`src/inc/bio_pkg.sv`:
```
package bio_pkg;
    // ------------------------------------------------------------
    // clock and fail-safe timing
    // ------------------------------------------------------------
    localparam int unsigned CLK_HZ = 200_000_000;
    localparam int unsigned FAILSAFE_MS = 10;
    localparam int unsigned FAILSAFE_CYC = FAILSAFE_MS * (CLK_HZ / 1000);
    // ------------------------------------------------------------
    // address line positions: cpu_addr[n] carries line A(13-n)
    // ------------------------------------------------------------
    localparam int ADR_A1 = 12;
    localparam int ADR_BLK_MSB = 11;
    localparam int ADR_BLK_LSB = 10;
    localparam int ADR_GAP_MSB = 9;
    localparam int ADR_GAP_LSB = 6;
    localparam int ADR_BIT_MSB = 5;
    localparam int ADR_BIT_LSB = 1;
    localparam int IO_BITS = 2048;
    // ------------------------------------------------------------
    // port bit map and pin sharing
    // ------------------------------------------------------------
    localparam logic [4:0] PBIT_CTRL = 5'h00;
    localparam int PORT_PINS = 16;
    localparam int SHARED_LO = 7;
    localparam int SHARED_SUM = 22;
    // ------------------------------------------------------------
    // system port output fields
    // ------------------------------------------------------------
    localparam int SP_DIGIT_LSB = 0;
    localparam int SP_SEG_LSB = 4;
    localparam int SP_KEEP = 12;
    localparam int SP_SHIFT = 13;
    localparam int SP_SPKR = 14;
    localparam int SP_TAPE = 15;
    localparam int DIGITS = 10;
    localparam int KEY_ROWS = 9;
    localparam int KEY_COLS = 5;
    localparam int LEDS = 4;
    // ------------------------------------------------------------
    // registers
    // ------------------------------------------------------------
    localparam logic [7:0] OFS_CTRL = 8'h00;
    localparam logic [7:0] OFS_STATUS = 8'h04;
    localparam logic [7:0] OFS_USER_PINS = 8'h08;
    localparam logic [7:0] OFS_SYS_PINS = 8'h0C;
    localparam logic [7:0] OFS_IOADDR = 8'h10;
    localparam logic [31:0] CTRL_RST = 32'h00000000;
    localparam int CTRL_BLANK = 0;
    localparam int ST_DISP_OFF = 0;
    localparam int ST_UPEND = 1;
    localparam int ST_SPEND = 2;
    localparam int ST_TAPE = 3;
    localparam int ST_KEY_LSB = 4;
    typedef enum logic [1:0] {
        BLK_USER = 2'b00,
        BLK_SYS = 2'b01,
        BLK_SER = 2'b10,
        BLK_EXT = 2'b11
    } bio_block_t;
    typedef struct packed {
        logic [13:0] addr;
        logic cycle;
        logic strobe;
        logic dout;
        logic ext_in;
        logic [5:1] uint_n;
        logic [15:0] upin;
        logic [4:0] col_n;
        logic audio;
    } bio_pins_t;
endpackage

```
`src/verilog/bio_port.sv`:
```
module bio_port (
    input wire logic clk,
    input wire logic rst_n,
    input wire logic sel,
    input wire logic [4:0] bit_idx,
    input wire logic wr_stb,
    input wire logic wr_bit,
    input wire logic [6:1] int_in_n,
    input wire logic [15:0] pin_in,
    output logic rd_bit,
    output logic [15:0] pin_out,
    output logic [15:0] pin_oe,
    output logic int_pend_n
);
    logic ctrl_r;
    logic [15:1] mask_r;
    logic [15:0] out_r;
    logic [15:0] oe_r;
    logic pend_n_r;
    logic [15:1] line_n;
    logic [15:1] act;
    logic [15:0] pin_rd;
    logic [31:0] rd_vec;
    wire wr = sel & wr_stb;

    // ------------------------------------------------------------
    // interrupt lines, dedicated and shared with pins
    // ------------------------------------------------------------
    genvar k;
    for (k = 1; k < 16; k++)
    begin : g_int
        if (k < bio_pkg::SHARED_LO)
        begin : g_ded
            assign line_n[k] = int_in_n[k];
            assign act[k] = ~line_n[k] & mask_r[k];
        end
        else
        begin : g_shr
            assign line_n[k] = pin_in[bio_pkg::SHARED_SUM - k];
            // a pin driven as output cannot raise its own interrupt
            assign act[k] = ~line_n[k] & mask_r[k] & ~oe_r[bio_pkg::SHARED_SUM - k];
        end
    end

    // ------------------------------------------------------------
    // bit read and write
    // ------------------------------------------------------------
    // masked lines stay readable as plain inputs
    assign pin_rd = (out_r & oe_r) | (pin_in & ~oe_r);
    assign rd_vec = {pin_rd, pend_n_r, line_n[14:1], ctrl_r};
    assign rd_bit = rd_vec[bit_idx];
    assign pin_out = out_r;
    assign pin_oe = oe_r;
    assign int_pend_n = pend_n_r;

    always_ff @(posedge clk or negedge rst_n)
    begin
        if (!rst_n)
        begin
            ctrl_r <= 1'b0;
            mask_r <= '0;
            out_r <= '0;
            oe_r <= '0;
            pend_n_r <= 1'b1;
        end
        else
        begin
            pend_n_r <= ~|act;
            if (wr)
            begin
                if (bit_idx == bio_pkg::PBIT_CTRL)
                    ctrl_r <= wr_bit;
                else if (!bit_idx[4])
                    mask_r[bit_idx[3:0]] <= wr_bit;
                else
                begin
                    // first write to a pin turns it into an output
                    out_r[bit_idx[3:0]] <= wr_bit;
                    oe_r[bit_idx[3:0]] <= 1'b1;
                end
            end
        end
    end
endmodule

```
`src/verilog/bio_top.sv`:
```
// Overview of operation
// bit-serial space holds 2048 bits; each strobe moves one bit of a 1-16 bit transfer
// bit address on A2..A12 equals the base register value shifted right once
// four 32-bit blocks: user, system, serial, external, each with its own enable
// space enable only while A1 and A4..A7 are low, each block mapped once
// A8..A12 pick the bit in a port; A2,A3 pick the block under space enable
// user port gives 16 bidirectional lines
// user output bits 0..3 also light four LEDs when one
// system port sits at software addresses 400..43E
// ten display digits are used, numbered 1 to 10
// segment sourced only when its low output and low display enable coincide
// four-bit code decodes to ten low digit enables, zero selects digit 1
// software pulses keepalive line periodically while in control
// missing keepalive pulses let fail-safe expire and blank the display
// keyboard is 45 keys, 9 rows by 5 columns
// digit enables 1..9 drive rows; low pulled-up column means key closed
// masked interrupt inputs read as plain inputs; columns via inputs 1..5
// tape data: zero two cycles 1200 Hz, one two cycles 2400 Hz
// software writes tape square wave on system output bit 15
// squared tape read data keeps the audio polarity
// speaker follows system output bit 14
// system outputs: 0-3 digit code, 4-11 segments, 12 keepalive, 13 shift
// shared interrupt pins ignore interrupts while driven as outputs
module bio_top #(
    parameter int unsigned FAILSAFE_CYCLES = bio_pkg::FAILSAFE_CYC
) (
    input wire logic pclk,
    input wire logic presetn,
    input wire logic psel,
    input wire logic penable,
    input wire logic pwrite,
    input wire logic [7:0] paddr,
    input wire logic [31:0] pwdata,
    output logic [31:0] prdata,
    output logic pready,
    output logic pslverr,
    input wire logic [13:0] cpu_addr,
    input wire logic io_cycle,
    input wire logic io_strobe,
    input wire logic io_out_bit,
    output logic io_in_bit,
    output logic io_space_enable_n,
    output logic user_port_select_n,
    output logic system_port_select_n,
    output logic serial_port_select_n,
    output logic external_io_select,
    input wire logic ext_io_in,
    input wire logic [5:1] user_int_n,
    input wire logic [15:0] user_pin_in,
    output logic [15:0] user_pin_out,
    output logic [15:0] user_pin_oe,
    output logic [3:0] user_led,
    input wire logic [4:0] key_column_n,
    output logic [8:0] key_row_n,
    output logic [9:0] digit_enable_n,
    output logic [7:0] segment_drive,
    output logic display_enable_n,
    output logic shift_indicator,
    output logic speaker_drive,
    output logic tape_write_data,
    input wire logic tape_audio_in
);
    localparam int CW = $clog2(FAILSAFE_CYCLES + 1);
    localparam logic [CW-1:0] FS_LOAD = CW'(FAILSAFE_CYCLES);

    // ------------------------------------------------------------
    // parameter check
    // ------------------------------------------------------------
    if (FAILSAFE_CYCLES < 2)
    begin : g_chk
        $error("FAILSAFE_CYCLES must be at least 2");
    end

    // ------------------------------------------------------------
    // pin synchronisers
    // ------------------------------------------------------------
    bio_pkg::bio_pins_t raw;
    bio_pkg::bio_pins_t s1_r;
    bio_pkg::bio_pins_t s2_r;

    assign raw = {cpu_addr, io_cycle, io_strobe, io_out_bit, ext_io_in,
                  user_int_n, user_pin_in, key_column_n, tape_audio_in};

    always_ff @(posedge pclk or negedge presetn)
    begin
        if (!presetn)
        begin
            s1_r <= '0;
            s2_r <= '0;
        end
        else
        begin
            s1_r <= raw;
            s2_r <= s1_r;
        end
    end

    // ------------------------------------------------------------
    // bit-serial address decode
    // ------------------------------------------------------------
    logic stb_d_r;
    wire stb_rise = s2_r.strobe & ~stb_d_r;
    // 11 address lines reach every one of the bits
    wire [10:0] bit_addr = s2_r.addr[bio_pkg::ADR_BLK_MSB:bio_pkg::ADR_BIT_LSB];
    // base register view is the bit address with a zero below it
    wire [11:0] base_view = {bit_addr, 1'b0};
    wire gap_low = ~s2_r.addr[bio_pkg::ADR_A1]
                   & ~|s2_r.addr[bio_pkg::ADR_GAP_MSB:bio_pkg::ADR_GAP_LSB];
    wire io_en = s2_r.cycle & gap_low;
    wire [4:0] bit_idx = s2_r.addr[bio_pkg::ADR_BIT_MSB:bio_pkg::ADR_BIT_LSB];
    bio_pkg::bio_block_t blk;
    assign blk = bio_pkg::bio_block_t'(s2_r.addr[bio_pkg::ADR_BLK_MSB:bio_pkg::ADR_BLK_LSB]);
    wire sel_user = io_en & (blk == bio_pkg::BLK_USER);
    // system port answers at software base 400, block code 01
    wire sel_sys = io_en & (blk == bio_pkg::BLK_SYS);
    wire sel_ser = io_en & (blk == bio_pkg::BLK_SER);
    wire sel_ext = io_en & (blk == bio_pkg::BLK_EXT);

    // ------------------------------------------------------------
    // user and system ports
    // ------------------------------------------------------------
    logic user_rd;
    logic sys_rd;
    logic user_pend_n;
    logic sys_pend_n;
    logic [15:0] sys_out;
    logic [15:0] sys_oe;
    logic [15:0] sys_lvl;

    // undriven system pins float high through pull-ups
    assign sys_lvl = sys_out | ~sys_oe;

    bio_port u_user (
        .clk(pclk),
        .rst_n(presetn),
        .sel(sel_user),
        .bit_idx(bit_idx),
        .wr_stb(stb_rise),
        .wr_bit(s2_r.dout),
        .int_in_n({sys_pend_n, s2_r.uint_n}),
        .pin_in(s2_r.upin),
        .rd_bit(user_rd),
        .pin_out(user_pin_out),
        .pin_oe(user_pin_oe),
        .int_pend_n(user_pend_n)
    );

    // columns on inputs 1..5, squared tape data on input 6
    bio_port u_sys (
        .clk(pclk),
        .rst_n(presetn),
        .sel(sel_sys),
        .bit_idx(bit_idx),
        .wr_stb(stb_rise),
        .wr_bit(s2_r.dout),
        .int_in_n({s2_r.audio, s2_r.col_n}),
        .pin_in(sys_lvl),
        .rd_bit(sys_rd),
        .pin_out(sys_out),
        .pin_oe(sys_oe),
        .int_pend_n(sys_pend_n)
    );

    // ------------------------------------------------------------
    // read-back and enables toward the processor
    // ------------------------------------------------------------
    logic in_nxt;

    always_comb
    begin
        case (blk)
            bio_pkg::BLK_USER: in_nxt = user_rd;
            bio_pkg::BLK_SYS: in_nxt = sys_rd;
            bio_pkg::BLK_EXT: in_nxt = s2_r.ext_in;
            default: in_nxt = 1'b0;
        endcase
    end

    always_ff @(posedge pclk or negedge presetn)
    begin
        if (!presetn)
        begin
            stb_d_r <= 1'b0;
            io_in_bit <= 1'b0;
            io_space_enable_n <= 1'b1;
            user_port_select_n <= 1'b1;
            system_port_select_n <= 1'b1;
            serial_port_select_n <= 1'b1;
            external_io_select <= 1'b0;
        end
        else
        begin
            stb_d_r <= s2_r.strobe;
            io_in_bit <= io_en & in_nxt;
            io_space_enable_n <= ~io_en;
            user_port_select_n <= ~sel_user;
            system_port_select_n <= ~sel_sys;
            serial_port_select_n <= ~sel_ser;
            external_io_select <= sel_ext;
        end
    end

    // ------------------------------------------------------------
    // display, keyboard rows and fail-safe
    // ------------------------------------------------------------
    logic [31:0] ctrl_r;
    logic [CW-1:0] fs_cnt_r;
    logic keep_d_r;
    logic [9:0] digit_nxt;
    // output field map of the system port
    wire [3:0] digit_code = sys_lvl[bio_pkg::SP_DIGIT_LSB +: 4];
    wire [7:0] seg_n = sys_lvl[bio_pkg::SP_SEG_LSB +: 8];
    wire keep_n = sys_lvl[bio_pkg::SP_KEEP];
    // a falling edge of the keepalive line proves software is alive
    wire keep_fall = keep_d_r & ~keep_n;
    wire fs_expired = (fs_cnt_r == '0);
    wire disp_off = fs_expired | ctrl_r[bio_pkg::CTRL_BLANK];

    genvar d;
    for (d = 0; d < bio_pkg::DIGITS; d++)
    begin : g_digit
        // codes ten and above leave every digit dark
        assign digit_nxt[d] = ~(digit_code == 4'(d));
    end

    always_ff @(posedge pclk or negedge presetn)
    begin
        if (!presetn)
        begin
            keep_d_r <= 1'b1;
            fs_cnt_r <= '0;
        end
        else
        begin
            keep_d_r <= keep_n;
            // segment currents are high, so a stalled scan must blank quickly
            if (keep_fall)
                fs_cnt_r <= FS_LOAD;
            else if (!fs_expired)
                fs_cnt_r <= fs_cnt_r - 1'b1;
        end
    end

    always_ff @(posedge pclk or negedge presetn)
    begin
        if (!presetn)
        begin
            digit_enable_n <= '1;
            key_row_n <= '1;
            segment_drive <= '0;
            display_enable_n <= 1'b1;
            shift_indicator <= 1'b0;
            speaker_drive <= 1'b0;
            tape_write_data <= 1'b0;
            user_led <= '0;
        end
        else
        begin
            digit_enable_n <= digit_nxt;
            // rows share the first nine digit enables
            key_row_n <= digit_nxt[bio_pkg::KEY_ROWS-1:0];
            segment_drive <= ~seg_n & {8{~disp_off}};
            display_enable_n <= disp_off;
            shift_indicator <= sys_lvl[bio_pkg::SP_SHIFT];
            speaker_drive <= sys_lvl[bio_pkg::SP_SPKR];
            // frequency coding is left to software
            tape_write_data <= sys_lvl[bio_pkg::SP_TAPE];
            user_led <= user_pin_out[bio_pkg::LEDS-1:0] & user_pin_oe[bio_pkg::LEDS-1:0];
        end
    end

    // ------------------------------------------------------------
    // APB slave
    // ------------------------------------------------------------
    wire acc = psel & penable & ~pready;
    wire hit_ctrl = (paddr == bio_pkg::OFS_CTRL);
    wire hit_stat = (paddr == bio_pkg::OFS_STATUS);
    wire hit_upin = (paddr == bio_pkg::OFS_USER_PINS);
    wire hit_spin = (paddr == bio_pkg::OFS_SYS_PINS);
    wire hit_addr = (paddr == bio_pkg::OFS_IOADDR);
    wire hit_any = hit_ctrl | hit_stat | hit_upin | hit_spin | hit_addr;
    // a key reads as one when its column is pulled low
    wire [31:0] status = {23'h000000, ~s2_r.col_n, s2_r.audio,
                          ~sys_pend_n, ~user_pend_n, disp_off};
    logic [31:0] rd_nxt;

    always_comb
    begin
        rd_nxt = 32'h00000000;
        if (hit_ctrl)
            rd_nxt = ctrl_r;
        if (hit_stat)
            rd_nxt = status;
        if (hit_upin)
            rd_nxt = {user_pin_oe, user_pin_out};
        if (hit_spin)
            rd_nxt = {sys_oe, sys_out};
        if (hit_addr)
            rd_nxt = {4'h0, base_view, 5'h00, bit_addr};
    end

    always_ff @(posedge pclk or negedge presetn)
    begin
        if (!presetn)
        begin
            ctrl_r <= bio_pkg::CTRL_RST;
            pready <= 1'b0;
            pslverr <= 1'b0;
            prdata <= 32'h00000000;
        end
        else
        begin
            pready <= acc;
            pslverr <= acc & ~hit_any;
            if (acc & ~pwrite)
                prdata <= rd_nxt;
            if (acc & pwrite & hit_ctrl)
                ctrl_r <= {31'h00000000, pwdata[bio_pkg::CTRL_BLANK]};
        end
    end
endmodule

```
`config.mk`:
```
export PLATFORM = sky130hd
export DESIGN_NAME = bio_top
export DESIGN_NICKNAME = d
export VERILOG_FILES = /design/src/inc/bio_pkg.sv /design/src/verilog/bio_port.sv /design/src/verilog/bio_top.sv
export SDC_FILE = /design/constraint.sdc
export NUM_CORES = 1
export LEC_CHECK = 0
export ABC_AREA = 0
export BUFFER_PORTS_ARGS = -buffer_cell sky130_fd_sc_hd__buf_2
export CORE_MARGIN = 8
export CORE_UTILIZATION = 50
export CTS_CLUSTER_DIAMETER = 120
export DETAILED_ROUTE_END_ITERATION = 8
export PLACE_DENSITY_LB_ADDON = 0.3
export SLEW_MARGIN = 20
export SYNTH_ARGS = -nofsm -noshare
export SYNTH_HDL_FRONTEND = slang
export SYNTH_SLANG_ARGS = --single-unit
```
`constraint.sdc`:
```
create_clock -name pclk -period 2.85 [get_ports pclk]
set_input_delay 0.4275 -clock pclk [delete_from_list [all_inputs] [get_ports pclk]]
set_output_delay 0.4275 -clock pclk [all_outputs]
set_load 0.005 [all_outputs]
```
==> flow_summary.json, run 1 <==
{
  "grt_setup_unrepaired": "no",
  "cts_made_buffers": 27,
  "start_kind": "flip-flop",
  "cellLeakagePower_nw": 6.384,
  "fin_skew_ps": 20.79,
  "dp_hpwl_mm": 20.58,
  "tightest_slew_ps": 805.2,
  "synth_mux_area_share_pct": 9.570,
  "power_density_nw_per_um2": 662.6,
  "routed_wl_mm": 29.41,
  "synth_edf_count": 0,
  "hold_viol": 0,
  "antennaDiodeCount": 0,
  "pwr-share-clk_pct": 42.5,
  "row_count": 53,
  "synthCells": 928,
  "required_ps": 3280,
  "fmax_ghz": 0.3825,
  "power_frac_seq_pct": 47.9,
  "fin_tns_setup_ps": 0,
  "synth_simple_gate_area_share_pct": 16.21,
  "via_per_inst": 5.630,
  "drive_above_1_share_pct": 30.93,
  "p_sw_share_pct": 24.40,
  "fillers": 1680,
  "dieArea_um2": 26470,
  "grt_pass1_wl_mm": 45.99,
  "groute.usage.overall_pct": 22.18,
  "synth_nets": 1020,
  "grt_max_degree": 94,
  "layout.nets": 1235,
  "place.gp.congestion": 0.9070,
  "outcome": "complete, no violations",
  "finalMaxSlewViolations": 0,
  "cts-resized-gates": 0,
  "grt_pass1_vias": 8268,
  "io_pins": 197,
  "finalCriticalPeriod_ps": 2615,
  "setup_viol": 0,
  "fin_crit_sh_pct": 91.74,
  "syn_avg_cell_area_um2": 11.60,
  "async_flop_share_pct": 100.0,
  "die-width_um": 162.7,
  "comb_power_share_pct": 9.6,
  "clkTransAtPathRegs_ps": 60,
  "synth_compound_area_share_pct": 7.419,
  "drv_cap": 0,
  "synth.ff_latch_count": 265,
  "yosys.area_share.adder_pct": 0.2326,
  "synth_top_family_by_area": "simple AND/OR/NAND/NOR gates",
  "vias": 8101,
  "ctsRootBufferMaster": "clkbuf_16",
  "crit_type": "flip-flop to flip-flop",
  "fp.dieH_um": 162.7,
  "area_growth_pct": 24.41,
  "routedWlPerCell_um": 20.44,
  "route.detailed.drc": 0,
  "cts-htree-levels": 1,
  "io_buffers": 163,
  "core_area_um2": 21090,
  "end_kind": "flip-flop",
  "synthFlopType": "dfrtp_1",
  "grt.overflow.total": 0,
  "synth_xor_area_share_pct": 1.302,
  "drt_iter0_drc": 727,
  "hold_class": "primary input to flip-flop",
  "first_pass_iters": 5,
  "insertion_delay_ps": 540,
  "yosysWarnings": 0,
  "hold_ws_ps": 139.7,
  "slew_headroom_pct": 46.32,
  "cts_buffer_depth": 3,
  "synthesis.area_um2": 10760,
  "crit_arrival_ps": 3040,
  "internal-power_mw": 6.706,
  "ir_worst_vdd_mv": 0.5600,
  "cts_tree": "yes",
  "cp_max_fo": 10,
  "start_util_pct": 51.03,
  "synth_cell_type_count": 55,
  "cts.sinks": 265,
  "antenna_found_initial": 0,
  "ant_nets": 0,
  "p_switching_mw": 2.164,
  "ys_seq_area_share_pct": 61.84
}
synthesized netlist by cell type (2+ instances only):
cell type / count / share of area [%]
a211o_1: 2 / 0.16
a211oi_1: 2 / 0.14
a21oi_1: 31 / 1.4
a221oi_1: 13 / 1.1
a222oi_1: 9 / 0.84
a22oi_1: 7 / 0.49
a31oi_1: 2 / 0.12
a41o_1: 2 / 0.19
and2_1: 7 / 0.41
and3_1: 7 / 0.41
and3b_1: 3 / 0.24
buf_1: 4 / 0.14
buf_2: 10 / 0.47
buf_4: 9 / 0.63
clkbuf_1: 36 / 1.3
dfrtp_1: 247 / 57
dfstp_2: 18 / 4.4
ha_1: 2 / 0.23
inv_1: 27 / 0.94
mux2_2: 61 / 6.4
mux2i_1: 14 / 1.3
mux4_2: 9 / 1.9
nand2_1: 60 / 2.1
nand2b_1: 26 / 1.5
nand3_1: 25 / 1.2
nand3b_1: 8 / 0.56
nand4_1: 4 / 0.23
nand4b_1: 3 / 0.24
nor2_1: 144 / 5.0
nor2b_1: 12 / 0.70
nor3_1: 9 / 0.42
nor3b_1: 8 / 0.56
nor4_1: 5 / 0.29
o211ai_1: 2 / 0.14
o21ai_0: 27 / 1.3
o22ai_1: 13 / 0.76
o31ai_1: 2 / 0.14
or2_2: 20 / 1.2
or3_1: 4 / 0.23
or4_1: 5 / 0.35
xnor2_1: 2 / 0.16
xor2_1: 14 / 1.1
path summary, 6_finish.rpt:
check | startpoint | to | slack [ps] | depth (start not counted)
worst min register to register | s1_r[23] | s2_r[23] | 350 | 0
worst max register to register | base_view[9] | u_user.pin_out[6] | 240 | 9
worst max-delay path | base_view[9] | u_user.pin_out[6] | 240 | 9
worst min-delay path | pwdata[0] | ctrl_r[0] | 140 | 2
min in group asynchronous | presetn | s2_r[28] | 510 | 2
max in group asynchronous | presetn | fs_cnt_r[19] | 1560 | 3
metrics by stage:
| step | power [mW] | utilization, % | area (µm²) | worst slack (ps) | instances |
|---|---|---|---|---|---|
| final | 8.870 | 63.48 | 13390 | 235.5 | 1439 |
| after global routing | 9.219 | 63.48 | 13390 | 14.01 | 1439 |
| after CTS | 8.928 | 63.48 | 13390 | 190.8 | 1439 |
| after detailed placement | 5.109 | 56.89 | 12000 | 240.2 | 1345 |
| after global placement | 5.079 | 56.89 | 12000 | 344.9 | 1345 |
| after floorplan | 4.739 | - | 10760 | 644.5 | 928 |
critical path, cell delays in order, from the launching register on:
cell and delay [ps]:
dfrtp_1 420, nor4_1 360, and3b_1 290, inv_1 110, nor3_1 140, buf_4 180, nand2_1 200, buf_4 270
nor2_1 170, mux2_2 360
cell type report:
| type | count | area, µm² | share of cell area (%) |
|---|---|---|---|
| inverter | 27 | 101.3 | 0.7571 |
| multi-input combinational | 577 | 3737 | 27.92 |
| clock inverter | 16 | 236.5 | 1.767 |
| tap | 275 | 344.1 | 2.570 |
| sequential | 265 | 6654 | 49.71 |
| timing repair buffer | 245 | 1602 | 11.96 |
| clock buffer | 34 | 711.9 | 5.318 |
per-layer routing:
layer / vias up / wire length (µm) / GRT usage (%)
li1: 3621 / - / -
met1: 4044 / 12380 / 30.21
met2: 367 / 13290 / 33.84
met3: 69 / 2612 / 5.485
met4: 0 / 1125 / 8.549
met5: - / 0 / 0
logic make-up after synthesis:
kind of cell | Yosys count
simple gates | 356
flops | 265
compound gates | 119
buf+inv | 86
mux | 84
xor+xnor | 16
fa+ha+maj | 2
cell usage in the layout (no fill, tap or decap), drive strengths merged, types with 12 or more instances in the layout:
master / instances
buf: 201
nand3: 25
mux2i: 14
dfstp: 18
nand2: 61
o21ai: 27
o22ai: 13
or2: 20
dlygate4sd3: 44
xor2: 14
nor2: 144
inv: 28
nand2b: 26
a21oi: 31
dfrtp: 247
nor2b: 12
mux2: 61
a221oi: 13
clkbuf: 34
power groups by stage:
stage                     sequential [mW]  clock, mW  combinational [mW]
final                                4.25       3.77               0.850
after global routing                 4.28       3.98               0.959
after CTS                            4.24       3.83               0.855
after detailed placement             4.31          0               0.801
after global placement               4.30          0               0.781
after floorplan                      4.24          0               0.497
state kept, by name, summed over array words and instances (netlist names), 4 cells and up:
name / cells
u_sys.mask_r: 6
u_sys.pin_out: 16
u_user.pin_out: 16
s2_r: 32
u_sys.pin_oe: 16
s1_r: 43
user_led: 4
base_view: 11
prdata: 32
u_user.mask_r: 15
digit_enable_n: 10
segment_drive: 8
fs_cnt_r: 21
u_user.pin_oe: 16
what timing repair did:
item,in CTS,in global routing
hold buffers,44,0
endpoints found under the hold margin,126,0
setup endpoints to repair,0,0
buffers inserted,0,0
Power figures use the tool's default switching activity.
==> run 2, diff against run 1 <==
==> constraint.sdc (replaced) <==
create_clock -name pclk -period 2.69 [get_ports pclk]
set_input_delay 0.4035 -clock pclk [delete_from_list [all_inputs] [get_ports pclk]]
set_output_delay 0.4035 -clock pclk [all_outputs]
set_load 0.005 [all_outputs]
==> flow_summary.json, run 2 (synthesis results as in run 1) <==
{
  "row_count": 53,
  "io_pins": 197,
  "worst-r2r-cell-count": 6,
  "cts_tree": "yes",
  "io_buffers": 163,
  "drv_cap": 0,
  "top_regs": "s1_r: 43 flops, prdata: 32 flops, s2_r: 32 flops",
  "setup_viol": 0,
  "antenna_found_initial": 0,
  "fin_skew_ps": 11.15,
  "end_kind": "flip-flop",
  "antennaDiodeCount": 0,
  "required_ps": 3080,
  "layout.nets": 1240,
  "ant_nets": 0,
  "finalCriticalPeriod_ps": 2362,
  "fmax_ghz": 0.4233,
  "place_inst": 1349,
  "place.gp.congestion": 0.9175,
  "slew_headroom_pct": 47.36,
  "finalMaxSlewViolations": 0,
  "gr-usage-met1_pct": 30.53,
  "worst_slack_ps": 327.8,
  "hold_class": "primary input to flip-flop",
  "grt_max_degree": 69,
  "grt-busiest-layer": "met2",
  "hold_viol": 0,
  "largest_reg_flops": 43,
  "final_cell_mix": "dfrtp_1, buf_2, nor2_1, mux2_2, nand2_1",
  "route.detailed.drc": 0,
  "crit_arrival_ps": 2750,
  "grt.overflow.total": 0,
  "start_util_pct": 51.03,
  "vias": 8069,
  "cp_max_fo": 13,
  "cellLeakagePower_nw": 6.448,
  "grt_pass1_vias": 8164,
  "stdcell_count": 1445,
  "die-width_um": 162.7,
  "met2_usage_pct": 34.59,
  "crit_type": "flip-flop to flip-flop",
  "area_growth_pct": 25.80,
  "drt_iter0_drc": 899,
  "cts_buffer_depth": 3,
  "routed_wl_mm": 29.43,
  "final_common_cell": "dfrtp_1",
  "core_area_um2": 21090,
  "clkTransAtPathRegs_ps": 60,
  "grt_setup_unrepaired": "no",
  "cts_made_buffers": 28,
  "groute.usage.overall_pct": 22.18,
  "insertion_delay_ps": 540,
  "dpl_cell_area_um2": 12030,
  "ctsRootBufferMaster": "clkbuf_16",
  "grt_use_met3_pct": 4.651,
  "fillers": 1657,
  "grt_pass1_wl_mm": 46.23,
  "dieArea_um2": 26470,
  "cts.sinks": 265,
  "top_register": "s1_r",
  "drive_above_1_share_pct": 31.37,
  "first_pass_iters": 6,
  "fin_area_um2": 13540,
  "power_density_nw_per_um2": 720.5,
  "cts-resized-gates": 0,
  "outcome": "complete, no violations",
  "ir_worst_vdd_mv": 0.5031,
  "fin_crit_sh_pct": 87.81,
  "start_kind": "flip-flop",
  "via_per_inst": 5.584,
  "cts-htree-levels": 1,
  "tightest_slew_ps": 789.7,
  "fp.dieH_um": 162.7,
  "hold_ws_ps": 115.3,
  "fin_tns_setup_ps": 0,
  "dp_hpwl_mm": 20.63,
  "routedWlPerCell_um": 20.36,
  "whs_path_depth": 2,
  "dp_slack_ps": 325.9
}
## run 2: changes by cell type in the layout (fill, tap and decap cells not counted), sizes merged
cell	before	now
buf	201	205
bufinv	6	7
clkbuf	34	39
clkinv	8	2
clkinvlp	1	2
inv	28	29
## run 2: cell type report
cell class	instances	area (µm²)	area share, %
sequential	265	6654	49.15
multi-input combinational	577	3737	27.61
timing repair buffer	249	1632	12.05
clock buffer	39	813.3	6.008
tap	275	344.1	2.542
clock inverter	13	255.2	1.886
inverter	27	101.3	0.7487
## run 2: what timing repair did
item | CTS | global route
hold buffers | 44 | 0
setup buffers | 0 | 0
setup endpoints to repair | 0 | 0
hold endpoints to repair | 102 | 0
## run 2: worst paths after layout
| path | from | to | slack [ps] |
|---|---|---|---|
| max | fs_cnt_r[14] | segment_drive[0] | 330 |
| min | pwdata[0] | ctrl_r[0] | 120 |
| max reg2reg | fs_cnt_r[14] | segment_drive[0] | 330 |
| min reg2reg | s1_r[22] | s2_r[22] | 340 |
| max in group asynchronous | presetn | u_sys.int_pend_n | 1440 |
| min in group asynchronous | presetn | s1_r[28] | 420 |
## run 2: per-stage QoR
step                      power (mW)  utilization, %
after floorplan                5.021               -
after global placement         5.373           57.04
after detailed placement       5.411           57.04
after CTS                      9.822           64.19
after global routing           10.12           64.19
final                          9.753           64.19
## run 2: layer usage
layer	vias up	wire length (µm)
met5	-	0
met4	0	694
met3	46	2637
met2	357	13860
met1	4030	12230
li1	3636	-
## run 2: where the power goes
part | internal [mW] | switching (mW)
registers | 4.25 | 0.246
logic | 0.399 | 0.497
clock network | 2.79 | 1.57
## run 2: critical path: stages, from the launching register on
cell	delay [ps]
dfrtp_1	400
or4_1	650
nor4_4	340
nand4_1	130
buf_4	210
nand2b_1	350
nor2_1	140
